<file path="src/hw/pssp_consts.svh">
// Constants for the strap and status pin block: register map, fields,
// reset values and counts.
// Assumes inclusion by bare name from files under hw/.
`ifndef PSSP_CONSTS_SVH
`define PSSP_CONSTS_SVH

// Register bus geometry
`define PSSP_ADDR_W 8
`define PSSP_DATA_W 32
`define PSSP_WORD_LSB 2

// Register byte offsets
`define PSSP_OFS_CTRL 8'h00
`define PSSP_OFS_STATUS 8'h04

// Control register fields and reset value
`define PSSP_CTRL_SPEED_BIT 0
`define PSSP_CTRL_AN_BIT 1
`define PSSP_CTRL_RESET 2'h3

// Status register fields
`define PSSP_ST_ADDR_MSB 4
`define PSSP_ST_SW_BIT 8
`define PSSP_ST_SPEED_BIT 9
`define PSSP_ST_AN_BIT 10
`define PSSP_ST_XOVER_BIT 11
`define PSSP_ST_BUSY_BIT 12

// Responses
`define PSSP_RESP_OKAY 2'h0
`define PSSP_RESP_SLVERR 2'h2

// Cycles that released strap pins settle through the synchroniser
`define PSSP_SETTLE_CYCLES 2'h3

// Reset value of the synchronised pin group
`define PSSP_PINS_RESET 10'h000

`endif

</file>
<file path="src/hw/pssp_pkg.sv">
// Types for the strap and status pin block.
// Assumes nothing beyond a SystemVerilog compiler.
package pssp_pkg;

  // Strap phase, then normal running
  typedef enum logic [1:0] {
    ST_SETTLE = 2'h0,
    ST_CAPTURE = 2'h1,
    ST_RUN = 2'h3
  } pssp_state_e;

  // Software-written configuration
  typedef struct packed {
    logic autoneg_en;
    logic speed_100;
  } pssp_ctrl_s;

  // Pin inputs after synchronisation
  typedef struct packed {
    logic hw_reset_n;
    logic hws;
    logic xover;
    logic an;
    logic spd;
    logic [4:0] addr;
  } pssp_pins_s;

endpackage

</file>
<file path="src/hw/pssp_top.sv">
// Strap capture and status pin logic for a PHY's address/LED and mode pins.
// Assumes pins arrive asynchronous; activity inputs are on core_clk.
//
// How it works
// - During reset the transmit-LED pin is an input, captured as address bit 3.
// - Address straps are captured in both hardware and software mode.
// - After reset the transmit-LED pin drives, high while transmit activity.
// - During reset the receive-LED pin is an input, captured as address bit 4.
// - Receive-LED pin is input only in reset, output afterwards.
// - After reset the receive-LED output is high while receive activity.
// - Speed and autoneg select pins are inputs in hardware, outputs in software.
// - Hardware mode: speed pin low gives 10 Mb/s, high gives 100 Mb/s.
// - Software mode: speed pin driven low for 10, high for 100 Mb/s.
// - Hardware mode: autoneg pin high enables, low disables auto-negotiation.
// - Software mode: autoneg pin driven high when enabled, low when disabled.
// - A dedicated input, pulled up outside, enables crossover correction.
// - Mode select pin low selects hardware mode, high selects software mode.
// - Three more straps give address bits 0 to 2 the same way.
`timescale 1ns/1ps
`include "pssp_consts.svh"
module pssp_top
  import pssp_pkg::*;
(
  // Clock, reset, enable
  input wire logic core_clk,
  input wire logic sys_rst,
  input wire logic clk_en,
  // AXI4-Lite slave
  input wire logic [`PSSP_ADDR_W-1:0] s_axi_awaddr,
  input wire logic s_axi_awvalid,
  output logic s_axi_awready,
  input wire logic [`PSSP_DATA_W-1:0] s_axi_wdata,
  input wire logic [3:0] s_axi_wstrb,
  input wire logic s_axi_wvalid,
  output logic s_axi_wready,
  output logic [1:0] s_axi_bresp,
  output logic s_axi_bvalid,
  input wire logic s_axi_bready,
  input wire logic [`PSSP_ADDR_W-1:0] s_axi_araddr,
  input wire logic s_axi_arvalid,
  output logic s_axi_arready,
  output logic [`PSSP_DATA_W-1:0] s_axi_rdata,
  output logic [1:0] s_axi_rresp,
  output logic s_axi_rvalid,
  input wire logic s_axi_rready,
  // Hardware reset pin
  input wire logic hw_reset_n,
  // Address strap / LED pins
  input wire logic addr0_activity_led_i,
  output logic addr0_activity_led_o,
  output logic addr0_activity_led_oe_n,
  input wire logic addr1_collision_led_i,
  output logic addr1_collision_led_o,
  output logic addr1_collision_led_oe_n,
  input wire logic addr2_link_led_i,
  output logic addr2_link_led_o,
  output logic addr2_link_led_oe_n,
  input wire logic addr3_tx_led_i,
  output logic addr3_tx_led_o,
  output logic addr3_tx_led_oe_n,
  input wire logic addr4_rx_led_i,
  output logic addr4_rx_led_o,
  output logic addr4_rx_led_oe_n,
  // Mode pins
  input wire logic speed_select_i,
  output logic speed_select_o,
  output logic speed_select_oe_n,
  input wire logic autoneg_select_i,
  output logic autoneg_select_o,
  output logic autoneg_select_oe_n,
  input wire logic hardware_software_select,
  input wire logic crossover_correct_enable,
  // Activity from the PHY core
  input wire logic tx_activity,
  input wire logic rx_activity,
  input wire logic collision,
  input wire logic link_up,
  // Resolved configuration to the PHY core
  output logic [4:0] phy_address,
  output logic phy_in_reset,
  output logic sw_mode,
  output logic speed_100,
  output logic autoneg_enable,
  output logic crossover_enable
);

  ////////////////////////////////////////////////////////////////////////
  // Pin synchronisation

  pssp_pins_s pins_raw;
  pssp_pins_s pins_s;

  assign pins_raw.hw_reset_n = hw_reset_n;
  assign pins_raw.hws = hardware_software_select;
  assign pins_raw.xover = crossover_correct_enable;
  assign pins_raw.an = autoneg_select_i;
  assign pins_raw.spd = speed_select_i;
  assign pins_raw.addr = {addr4_rx_led_i, addr3_tx_led_i, addr2_link_led_i,
                          addr1_collision_led_i, addr0_activity_led_i};

  pssp_sync #(
    .W($bits(pssp_pins_s))
  ) u_sync (
    .core_clk(core_clk),
    .sys_rst(sys_rst),
    .clk_en(clk_en),
    .async_in(pins_raw),
    .sync_out(pins_s)
  );

  ////////////////////////////////////////////////////////////////////////
  // Strap phase sequencer

  pssp_state_e st_q;
  logic [1:0] settle_q;

  // Power-on reset enters here directly; the hardware reset pin re-enters
  always_ff @(posedge core_clk or posedge sys_rst)
  begin
    if (sys_rst)
    begin
      st_q <= ST_SETTLE;
      settle_q <= 2'h0;
    end
    else if (clk_en)
    begin
      case (st_q)
        ST_SETTLE:
        begin
          if (settle_q == `PSSP_SETTLE_CYCLES - 2'h1)
          begin
            st_q <= ST_CAPTURE;
            settle_q <= 2'h0;
          end
          else
          begin
            settle_q <= settle_q + 2'h1;
          end
        end
        ST_CAPTURE:
        begin
          if (pins_s.hw_reset_n)
          begin
            st_q <= ST_RUN;
          end
        end
        ST_RUN:
        begin
          if (!pins_s.hw_reset_n)
          begin
            st_q <= ST_SETTLE;
          end
        end
        default:
        begin
          st_q <= ST_SETTLE;
          settle_q <= 2'h0;
        end
      endcase
    end
  end

  assign phy_in_reset = (st_q != ST_RUN);

  ////////////////////////////////////////////////////////////////////////
  // Address strap capture

  logic [4:0] addr_q;

  // Mode is not consulted; held once running
  always_ff @(posedge core_clk or posedge sys_rst)
  begin
    if (sys_rst)
    begin
      addr_q <= 5'h00;
    end
    else if (clk_en && st_q == ST_CAPTURE)
    begin
      addr_q <= pins_s.addr;
    end
  end

  assign phy_address = addr_q;

  ////////////////////////////////////////////////////////////////////////
  // LED drive

  logic [4:0] led_q;

  always_ff @(posedge core_clk or posedge sys_rst)
  begin
    if (sys_rst)
    begin
      led_q <= 5'h00;
    end
    else if (clk_en)
    begin
      led_q[0] <= tx_activity | rx_activity;
      led_q[1] <= collision;
      led_q[2] <= link_up;
      led_q[3] <= tx_activity;
      led_q[4] <= rx_activity;
    end
  end

  assign addr0_activity_led_o = led_q[0];
  assign addr1_collision_led_o = led_q[1];
  assign addr2_link_led_o = led_q[2];
  assign addr3_tx_led_o = led_q[3];
  assign addr4_rx_led_o = led_q[4];
  // Strap pins float back to inputs for the whole strap phase
  assign addr0_activity_led_oe_n = phy_in_reset;
  assign addr1_collision_led_oe_n = phy_in_reset;
  assign addr2_link_led_oe_n = phy_in_reset;
  assign addr3_tx_led_oe_n = phy_in_reset;
  assign addr4_rx_led_oe_n = phy_in_reset;

  ////////////////////////////////////////////////////////////////////////
  // Mode pins and resolved configuration

  pssp_ctrl_s ctrl_q;
  logic sw_q;
  logic spd_q;
  logic an_q;
  logic xover_q;

  always_ff @(posedge core_clk or posedge sys_rst)
  begin
    if (sys_rst)
    begin
      sw_q <= 1'b0;
      spd_q <= 1'b0;
      an_q <= 1'b0;
      xover_q <= 1'b0;
    end
    else if (clk_en)
    begin
      sw_q <= pins_s.hws;
      spd_q <= sw_q ? ctrl_q.speed_100 : pins_s.spd;
      an_q <= sw_q ? ctrl_q.autoneg_en : pins_s.an;
      xover_q <= pins_s.xover;
    end
  end

  assign sw_mode = sw_q;
  assign speed_100 = spd_q;
  assign autoneg_enable = an_q;
  assign crossover_enable = xover_q;
  assign speed_select_o = spd_q;
  assign autoneg_select_o = an_q;
  assign speed_select_oe_n = !sw_q;
  assign autoneg_select_oe_n = !sw_q;

  ////////////////////////////////////////////////////////////////////////
  // Register bus slave

  logic aw_have_q;
  logic w_have_q;
  logic [`PSSP_ADDR_W-1:0] awaddr_q;
  logic [`PSSP_DATA_W-1:0] wdata_q;
  logic [3:0] wstrb_q;
  logic bvalid_q;
  logic [1:0] bresp_q;
  logic rvalid_q;
  logic [1:0] rresp_q;
  logic [`PSSP_DATA_W-1:0] rdata_q;
  logic wr_fire;
  logic wr_ctrl;
  logic wr_ok;
  logic [`PSSP_DATA_W-1:0] rd_word;
  logic rd_ok;
  logic [`PSSP_ADDR_W-1:0] awaddr_w;
  logic [`PSSP_ADDR_W-1:0] araddr_w;

  assign s_axi_awready = !aw_have_q && !bvalid_q;
  assign s_axi_wready = !w_have_q && !bvalid_q;
  assign s_axi_arready = !rvalid_q;
  assign s_axi_bvalid = bvalid_q;
  assign s_axi_bresp = bresp_q;
  assign s_axi_rvalid = rvalid_q;
  assign s_axi_rresp = rresp_q;
  assign s_axi_rdata = rdata_q;

  // Sub-word bits of the address are ignored
  assign awaddr_w = {awaddr_q[`PSSP_ADDR_W-1:`PSSP_WORD_LSB], 2'h0};
  assign araddr_w = {s_axi_araddr[`PSSP_ADDR_W-1:`PSSP_WORD_LSB], 2'h0};
  assign wr_fire = aw_have_q && w_have_q && !bvalid_q;
  assign wr_ctrl = (awaddr_w == `PSSP_OFS_CTRL);
  assign wr_ok = wr_ctrl || (awaddr_w == `PSSP_OFS_STATUS);

  always_ff @(posedge core_clk or posedge sys_rst)
  begin
    if (sys_rst)
    begin
      aw_have_q <= 1'b0;
      awaddr_q <= '0;
    end
    else if (clk_en)
    begin
      if (s_axi_awvalid && s_axi_awready)
      begin
        aw_have_q <= 1'b1;
        awaddr_q <= s_axi_awaddr;
      end
      else if (wr_fire)
      begin
        aw_have_q <= 1'b0;
      end
    end
  end

  always_ff @(posedge core_clk or posedge sys_rst)
  begin
    if (sys_rst)
    begin
      w_have_q <= 1'b0;
      wdata_q <= '0;
      wstrb_q <= 4'h0;
    end
    else if (clk_en)
    begin
      if (s_axi_wvalid && s_axi_wready)
      begin
        w_have_q <= 1'b1;
        wdata_q <= s_axi_wdata;
        wstrb_q <= s_axi_wstrb;
      end
      else if (wr_fire)
      begin
        w_have_q <= 1'b0;
      end
    end
  end

  always_ff @(posedge core_clk or posedge sys_rst)
  begin
    if (sys_rst)
    begin
      bvalid_q <= 1'b0;
      bresp_q <= `PSSP_RESP_OKAY;
    end
    else if (clk_en)
    begin
      if (wr_fire)
      begin
        bvalid_q <= 1'b1;
        bresp_q <= wr_ok ? `PSSP_RESP_OKAY : `PSSP_RESP_SLVERR;
      end
      else if (bvalid_q && s_axi_bready)
      begin
        bvalid_q <= 1'b0;
      end
    end
  end

  // Control word steers the mode pins in software mode
  always_ff @(posedge core_clk or posedge sys_rst)
  begin
    if (sys_rst)
    begin
      ctrl_q <= `PSSP_CTRL_RESET;
    end
    else if (clk_en && wr_fire && wr_ctrl && wstrb_q[0])
    begin
      ctrl_q.speed_100 <= wdata_q[`PSSP_CTRL_SPEED_BIT];
      ctrl_q.autoneg_en <= wdata_q[`PSSP_CTRL_AN_BIT];
    end
  end

  always_comb
  begin
    rd_word = '0;
    rd_ok = 1'b1;
    case (araddr_w)
      `PSSP_OFS_CTRL:
      begin
        rd_word[`PSSP_CTRL_SPEED_BIT] = ctrl_q.speed_100;
        rd_word[`PSSP_CTRL_AN_BIT] = ctrl_q.autoneg_en;
      end
      `PSSP_OFS_STATUS:
      begin
        rd_word[`PSSP_ST_ADDR_MSB:0] = addr_q;
        rd_word[`PSSP_ST_SW_BIT] = sw_q;
        rd_word[`PSSP_ST_SPEED_BIT] = spd_q;
        rd_word[`PSSP_ST_AN_BIT] = an_q;
        rd_word[`PSSP_ST_XOVER_BIT] = xover_q;
        rd_word[`PSSP_ST_BUSY_BIT] = phy_in_reset;
      end
      default:
      begin
        rd_ok = 1'b0;
      end
    endcase
  end

  always_ff @(posedge core_clk or posedge sys_rst)
  begin
    if (sys_rst)
    begin
      rvalid_q <= 1'b0;
      rresp_q <= `PSSP_RESP_OKAY;
      rdata_q <= '0;
    end
    else if (clk_en)
    begin
      if (s_axi_arvalid && s_axi_arready)
      begin
        rvalid_q <= 1'b1;
        rdata_q <= rd_word;
        rresp_q <= rd_ok ? `PSSP_RESP_OKAY : `PSSP_RESP_SLVERR;
      end
      else if (rvalid_q && s_axi_rready)
      begin
        rvalid_q <= 1'b0;
      end
    end
  end

  ////////////////////////////////////////////////////////////////////////
  // Checks

  chk_strap_release: assert property (
    @(posedge core_clk) disable iff (sys_rst)
    (clk_en && st_q == ST_RUN && !pins_s.hw_reset_n) |=>
      (addr3_tx_led_oe_n && addr4_rx_led_oe_n && addr0_activity_led_oe_n))
    else $error("strap pins not released on hardware reset");

  chk_addr_capture: assert property (
    @(posedge core_clk) disable iff (sys_rst)
    (clk_en && st_q == ST_CAPTURE) |=> (phy_address == $past(pins_s.addr)))
    else $error("strap address not captured");

  chk_addr_hold: assert property (
    @(posedge core_clk) disable iff (sys_rst)
    (st_q == ST_RUN) ##1 (st_q == ST_RUN) |-> $stable(phy_address))
    else $error("address changed while running");

  chk_tx_led_follow: assert property (
    @(posedge core_clk) disable iff (sys_rst)
    (clk_en && st_q == ST_RUN) |=>
      (addr3_tx_led_o == $past(tx_activity)))
    else $error("transmit LED does not follow activity");

  chk_rx_led_follow: assert property (
    @(posedge core_clk) disable iff (sys_rst)
    (clk_en && st_q == ST_RUN) |=>
      (addr4_rx_led_o == $past(rx_activity)))
    else $error("receive LED does not follow activity");

  chk_mode_pin_dir: assert property (
    @(posedge core_clk) disable iff (sys_rst)
    clk_en |=> (speed_select_oe_n == !$past(pins_s.hws)
                && autoneg_select_oe_n == !$past(pins_s.hws)))
    else $error("mode pin direction does not follow mode select");

  chk_speed_hw: assert property (
    @(posedge core_clk) disable iff (sys_rst)
    (clk_en && !sw_q) |=> (speed_100 == $past(pins_s.spd)))
    else $error("hardware speed select not applied");

  chk_speed_sw: assert property (
    @(posedge core_clk) disable iff (sys_rst)
    (clk_en && sw_q) |=> (speed_select_o == $past(ctrl_q.speed_100)))
    else $error("software speed not driven on pin");

  chk_an_hw: assert property (
    @(posedge core_clk) disable iff (sys_rst)
    (clk_en && !sw_q) |=> (autoneg_enable == $past(pins_s.an)))
    else $error("hardware autoneg select not applied");

  chk_an_sw: assert property (
    @(posedge core_clk) disable iff (sys_rst)
    (clk_en && sw_q) |=> (autoneg_select_o == $past(ctrl_q.autoneg_en)))
    else $error("software autoneg not driven on pin");

  chk_xover_follow: assert property (
    @(posedge core_clk) disable iff (sys_rst)
    clk_en |=> (crossover_enable == $past(pins_s.xover)))
    else $error("crossover enable does not follow input");

endmodule // pssp_top

</file>
<file path="src/hw/pssp_sync.sv">
// Two-flop synchroniser for a group of independent pin levels.
// Assumes each bit is a slow level; no bus coherency is implied.
`timescale 1ns/1ps
module pssp_sync
  import pssp_pkg::*;
#(
  parameter int W = 1
)
(
  // Clock, reset, enable
  input wire logic core_clk,
  input wire logic sys_rst,
  input wire logic clk_en,
  // Levels
  input wire logic [W-1:0] async_in,
  output logic [W-1:0] sync_out
);

  logic [W-1:0] meta_q;

  always_ff @(posedge core_clk or posedge sys_rst)
  begin
    if (sys_rst)
    begin
      meta_q <= '0;
      sync_out <= '0;
    end
    else if (clk_en)
    begin
      meta_q <= async_in;
      sync_out <= meta_q;
    end
  end

endmodule // pssp_sync

</file>
<file path="config.mk">
export PLATFORM = sky130hd
export DESIGN_NAME = pssp_top
export DESIGN_NICKNAME = d
export VERILOG_FILES = /design/src/hw/pssp_pkg.sv /design/src/hw/pssp_top.sv /design/src/hw/pssp_sync.sv
export VERILOG_INCLUDE_DIRS = /design/src /design/src/hw
export SDC_FILE = /design/constraint.sdc
export NUM_CORES = 1
export LEC_CHECK = 0
export ABC_AREA = 1
export BUFFER_PORTS_ARGS = -buffer_cell sky130_fd_sc_hd__buf_2
export CAP_MARGIN = 20
export CORE_MARGIN = 10
export CORE_UTILIZATION = 25
export DETAILED_ROUTE_END_ITERATION = 10
export GPL_ROUTABILITY_DRIVEN = 0
export PLACE_DENSITY = 0.61
export RECOVER_POWER = 50
export SLEW_MARGIN = 20
export SYNTH_ARGS = -nofsm -noshare
export SYNTH_HDL_FRONTEND = slang
export SYNTH_HIERARCHICAL = 1
export SYNTH_SLANG_ARGS = --single-unit
</file>
<file path="constraint.sdc">
create_clock -name core_clk -period 1.1 [get_ports core_clk]
set_clock_uncertainty 0.05 [all_clocks]
set_input_delay 0.055 -clock core_clk [delete_from_list [all_inputs] [get_ports core_clk]]
set_output_delay 0.055 -clock core_clk [all_outputs]
set_load 0.005 [all_outputs]
</file>
==> results of run 1 <==
power breakdown:
part	internal (mW)	total, mW	leakage, nW	switching [mW]
sequential	2.93	3.30	0.805	0.365
combinational	1.19	2.53	1.28	1.34
clock	1.55	2.49	0.135	0.933
state kept, by name, indices dropped and copies added (netlist names), 2 cells and up:
signal and cells:
s_axi_rdata 10, u_sync/meta_q 10, u_sync/sync_out 10, awaddr_q 6, led_q 5, phy_address 5
ctrl_q 2, settle_q 2, st_q 2, wdata_q 2
logic make-up after synthesis:
| logic type | after synthesis | synth area share |
|---|---|---|
| buffers and inverters | 67 | 0.140 |
| other | 1 | 0.00126 |
| AO/OA/AOI/OAI | 29 | 0.0515 |
| flip-flops | 65 | 0.545 |
| AND/OR/NAND/NOR | 187 | 0.262 |
cell type report:
| cell class | instances | area [um2] | area share |
|---|---|---|---|
| Clock buffer | 11 | 243 | 0.0575 |
| Clock inverter | 4 | 20.0 | 0.00475 |
| Sequential cell | 65 | 1630 | 0.387 |
| Tap cell | 143 | 179 | 0.0424 |
| Multi-Input combinational cell | 240 | 1140 | 0.271 |
| Inverter | 25 | 105 | 0.0249 |
| Timing Repair Buffer | 130 | 895 | 0.212 |
layout by cell type (no fill, tap or decap), types with 2 or more instances in the layout:
cell type      netlist  final
o21ai_0              9      8
buf_4               35     13
a21oi_1              5      2
inv_1               21     15
a21oi_2              1      4
clkinv_2             0      4
inv_4                0      2
dlygate4sd3_1        0     27
conb_1               1     24
dfrtp_2              0      2
dfrtp_1             63     61
nor2_4               2      6
nand4_1              6      6
nand2_1            147    139
o21ai_2              1      4
nand3_1             11      6
nor2_1              12      7
buf_2                3     76
nand2_2              0      7
nand2_4              1      2
buf_6                4     10
inv_2                4      6
clkbuf_1             0      2
nor2_2               4      5
clkbuf_2             0      2
dfstp_2              2      2
clkbuf_16            0      9
o21ai_1             12     10
nand3_2              3      7
stage by stage:
step	setup slack (ns)	total power, mW
detailed placement	-0.110	5.18
floorplan	0.0117	4.50
global route	-0.138	8.87
global placement	-0.0231	5.10
finish	-0.0614	8.31
CTS	-0.0585	8.01
critical path: cells and delay by family, from the launching register on:
family | cells | cell delay (ns)
compound gates | 1 | 0.08
buf+inv | 2 | 0.27
flops | 1 | 0.41
simple gates | 3 | 0.24
worst paths after layout:
check | start | to | cells past startpoint
max | st_q[1] | st_q[0] | 6
min | s_axi_wvalid | wstrb_q[0] | 3
max reg2reg | st_q[1] | st_q[0] | 6
min reg2reg | led_q[3] | led_q[3] | 2
max in group asynchronous | sys_rst | st_q[1] | 4
min in group asynchronous | sys_rst | awaddr_q[6] | 3
Yosys cell counts:
cell / count / area (um2)
o21ai_2: 1 / 8.76
inv_1: 21 / 78.8
o22ai_1: 1 / 6.26
nor2_2: 4 / 25.0
o21ai_0: 9 / 45.0
nand3_2: 3 / 30.0
o21ai_1: 12 / 60.1
inv_2: 4 / 15.0
dfrtp_1: 63 / 1580
dfstp_2: 2 / 52.6
a21oi_1: 5 / 25.0
nand2_1: 147 / 552
a21oi_2: 1 / 8.76
buf_4: 35 / 263
nand3_1: 11 / 55.1
nand2_4: 1 / 11.3
buf_6: 4 / 45.0
buf_2: 3 / 15.0
nand4_1: 6 / 37.5
nor3_1: 1 / 5.00
nor2_1: 12 / 45.0
conb_1: 1 / 3.75
nor2_4: 2 / 22.5
what timing repair did:
| action | 4_1_cts | 5_1_grt |
|---|---|---|
| setup endpoints to repair | 16 | 36 |
| gates resized for setup | 13 | 41 |
| gates cloned | 0 | 2 |
| setup buffers | 6 | 7 |
| pin swaps | 4 | 14 |
| endpoints found under the hold margin | 92 | 0 |
| hold buffers | 27 | 0 |
per-layer routing:
| metal | global-route usage | routed length, um |
|---|---|---|
| met3 | 0.0220 | 349 |
| met2 | 0.159 | 3930 |
| met4 | 0.0482 | 184 |
| met1 | 0.111 | 3460 |
| met5 | 0 | 0 |
==> results.md, run 1 <==
- Status: finished, violations left
- Failing checks: setup timing
- Initial antenna violation count: 0
- Placed Area: between 3000 and 4000 um2
- CTS tree: built
- Area growth, synth to finish: 41.2%
- DRT Pass-1 Iters: 4
- Via count of the first global-routing pass: ~2.5k
- Chip Height: around 130 um
- WP data required: approximately 1.3 ns
- Highest clock rate: about 0.86 GHz
- Worst-path clk slew: roughly 0.05 ns
- Reg2reg setup slack: -0.06 ns
- Clk sink count: 65
- Max-slew headroom: 0.492
- Die area: ~17000 um2
- Final nets: 545
- Unrepaired setup endpoints after global routing: yes
- Max-slew violations: 0
- Slew @ Worst Pin: ~0.76 ns
- Fin worst setup slack: -0.0614 ns
- Routed Wire Length: between 7 and 8 mm
- VDD IR max: between 600 and 700 uV
- Leakage: between 2 and 2.5 nW
- Via count: approximately 2.5k
- IO Port Bufs: 77
- Final Critical Period: between 1 and 1.5 ns
- Hold slack: about 0.033 ns
- Layout Cells excl Fill: around 600
- WL/cell: roughly 13 um
- Row cnt: 39
- CP max stage cell: dfrtp_2
- N_diodes: 0
- Via density: approximately 4.0
- Worst Setup Start Kind: flip-flop
- Num CTS Buffers: 9
- Max Buffers Root-to-Sink: 2
- Design area: around 4200 um2
- Critical path class: flip-flop to flip-flop
- Max-cap violations: 0
- Critical Path End Type: flip-flop
- Initial Utilization: 0.258
- Core area: approximately 12000 um2
- H-Tree Depth: 3
- Final period utilization: 1.06
- Synth Register Bits: 65
- GRT overflow: 0
- Share of layout cells above drive strength 1: 0.352
- Critical Path AT: roughly 1.3 ns
- Final ANT Viol Nets: 0
- Die width: between 100 and 150 um
- Synth cell types: 23
- Post-DP HPWL: a little under 6 mm
- Post-Syn Instances: about 350
- Clock Tree Root: clkbuf_16
- Max incr delay on CP: 0.41 ns
- Netlist Area Pre-Place: approximately 3000 um2
- Clock Latency Late Sink: around 0.32 ns
- Drt drc: 0
- Final hold vios: 0
- PwrDens: between 1500 and 2000 nW/um2
- Setup TNS: -0.612 ns
- Worst Hold Class: input port to flip-flop
- Largest net degree at the start of global routing: 31
- Crit-path cells: buf_6, nor2_4, o21ai_2, buf_4, nand3_2, nand2_1
- Dpl cells: around 560
- Iter 0 DRT Violations: a little over 100
- Ports: 139
- Filler cell count in the final layout: 1194
- Seq/Total Area, Yosys: 0.545
- CP max FO: 4
- Final core occ: 0.365
- Synthesized area per cell: around 8.6 um2
- First-pass GRT wire length: 12.4 mm
- Final Setup Violations: 24
- GR Util All Layers: 0.0946
- Synth warnings: 6
No activity file was read; power rests on OpenSTA's default activity.
==> inputs of run 2 (changes only) <==
Settings changed: SYNTH_HIERARCHICAL 1 to unset.
==> run 2 against run 1 <==
The run still ends with setup timing left. Count of clock-buffer cells in the layout shrank 2. Sequential power is essentially flat. Worst hold slack lost 0.017 ns. Maximum frequency shrank 2.4%. Cell count shrank 1.3%. Critical endpoint is now s_axi_wready.
==> results.md, run 2 <==
- Share of layout cells above drive strength 1: 0.349
- Synth warnings: 0
- Reg2reg setup slack: -0.09 ns
- Top-count cell post-synth: nand2_1
- Hold path cells: 3
- Post-synthesis xor/xnor area fraction: 0
- Synth area leader: dfrtp_1
- Largest net degree at the start of global routing: 38
- Seq. cell area: 1630 um2
- Clk sink count: 65
- Drt drc: 0
- Post-synthesis async set-or-reset flop share: 1.00
- Critical Path AT: 1.09 ns
- Fin worst setup slack: -0.0902 ns
- Synth top area share: 0.536
- Post-synth top cells: nand2_1, dfrtp_1, buf_4
- Final nets: approximately 540
- Hold slack: approximately 0.016 ns
- Post-Syn Instances: 340
- Final period utilization: 1.08
- Clock Latency Late Sink: between 0.3 and 0.4 ns
- Leakage: about 2.2 nW
- Largest family of logic cells by synthesized area: simple AND/OR/NAND/NOR gates
- N_diodes: 0
- Num CTS Buffers: 9
- Via density: a little over 4
- Max-cap violations: 0
- Synthesized area per cell: between 8 and 9 um2
- Design area: around 4300 um2
- Clock Tree Root: clkbuf_16
- Seq/Total Area, Yosys: 0.554
- Synth cell types: 21
- DRT Pass-1 Iters: 4
- H-Tree Depth: 3
- Synth Area in Compound Gates: 0.0821
- Netlist Area Pre-Place: between 2000 and 3000 um2
- VDD IR max: between 600 and 700 uV
- Unrepaired setup endpoints after global routing: yes
- IO Port Bufs: 77
- Max-slew violations: 0
- Multi-input gate area: 1090 um2
- Worst Hold Class: input port to flip-flop
- Row cnt: 39
- Area contributors post-synth: dfrtp_1, nand2_1, buf_4, o21ai_0, inv_1
- Worst Setup Start Kind: flip-flop
- Failing checks: setup timing
- WL/cell: roughly 13 um
- Final Critical Period: between 1 and 1.5 ns
- Post-synth EDFFs: 0
- GRT overflow: 0
- Critical path class: flip-flop to primary output
- First-pass GRT wire length: between 10 and 15 mm
- Commonest cells after routing, fill and taps aside: nand2_1, buf_2, dfrtp_1, dlygate4sd3_1
- Area growth, synth to finish: 45.7%
- Final hold vios: 0
- Post-DP HPWL: approximately 5.6 mm
- FF-to-FF path depth: 8
- Critical Path End Type: primary output
- Final ANT Viol Nets: 0
- Ys flop type: dfrtp_1
- Iter 0 DRT Violations: 127
- WP data required: 1.00 ns
- Core area: approximately 11000 um2
- Final Setup Violations: 22
- Status: finished, violations left
- Setup TNS: -1.10 ns
- Ports: 139
- Synth Register Bits: 65
- GR Util All Layers: 0.0915
- Total power: a little under 9 mW
- Area share of fa/ha/maj cells after synthesis: 0
- Placed Area: around 3400 um2
- DP Worst Slack: -0.119 ns
- Most common cell after layout, fill and taps aside: nand2_1
- Initial antenna violation count: 0
- Via count: between 2k and 2.5k
- Worst-path clk slew: 0.05 ns
- Routed Wire Length: ~7.8 mm
- Initial Utilization: 0.257
- CTS tree: built
- Highest clock rate: 0.840 GHz
- PwrDens: roughly 2100 nW/um2
- Filler cell count in the final layout: roughly 1.1k
- Die width: ~130 um
- Die area: roughly 17000 um2
- Chip Height: approximately 130 um
- CP max FO: 4
- Post-synthesis mux area share: 0
- Simple-Gate Fraction of Synth Area: 0.217
- Via count of the first global-routing pass: roughly 2.4k
- Max Buffers Root-to-Sink: 2
-- run 2: critical path, cell delays in order, from the launching register on --
cell and delay, ns:
dfrtp_2 0.44, inv_2 0.08, nand2_2 0.05, inv_2 0.08, buf_6 0.10
-- run 2: area by class of cell --
type	count	area share
tap	143	0.0418
timing repair buffer	128	0.211
multi-input combinational	225	0.255
clock inverter	7	0.0277
inverter	32	0.0307
sequential	65	0.381
clock buffer	9	0.0526
timing repair inverter	1	0.00117
-- run 2: what timing repair did --
action	CTS	global route
setup endpoints to repair	23	42
gates resized for setup	17	42
hold buffers	28	1
pin swaps	6	11
hold endpoints to repair	42	1
buffers inserted	8	3
gates cloned	0	3
-- run 2: metrics by stage --
stage | instances | utilization
after floorplan | 363 | -
after global placement | 551 | 0.297
after detailed placement | 551 | 0.297
after CTS | 603 | 0.360
after global routing | 610 | 0.374
final | 610 | 0.374
-- run 2: worst paths after layout --
check	startpoint	to
max	s_axi_bvalid	s_axi_wready
min	s_axi_wvalid	wdata_q[1]
max reg2reg	st_q[0]	st_q[0]
min reg2reg	u_sync.meta_q[6]	u_sync.meta_q[6]
max in group asynchronous	sys_rst	sw_mode
min in group asynchronous	sys_rst	wdata_q[1]
-- run 2: cell families (layout without fill, tap and decap cells) --
| group | Yosys count | count (layout) |
|---|---|---|
| flip-flops | 65 | 65 |
| AO/OA/AOI/OAI | 48 | 48 |
| AND/OR/NAND/NOR | 152 | 153 |
| buffers and inverters | 74 | 177 |
| other | 1 | 24 |
-- run 2: per-layer routing --
layer	vias up	track usage	wire length (um)	share of wire
met5	-	0	0	0
met4	0	0.0325	96	0.012
met3	11	0.0390	621	0.079
met2	75	0.145	3850	0.49
met1	1150	0.109	3250	0.42
li1	1259	-	-	-
-- run 2: where the power goes --
group          switching [mW]  internal, mW  total [mW]
combinational            1.22          1.09        2.31
sequential              0.360          2.91        3.27
clock                    1.07          2.21        3.28
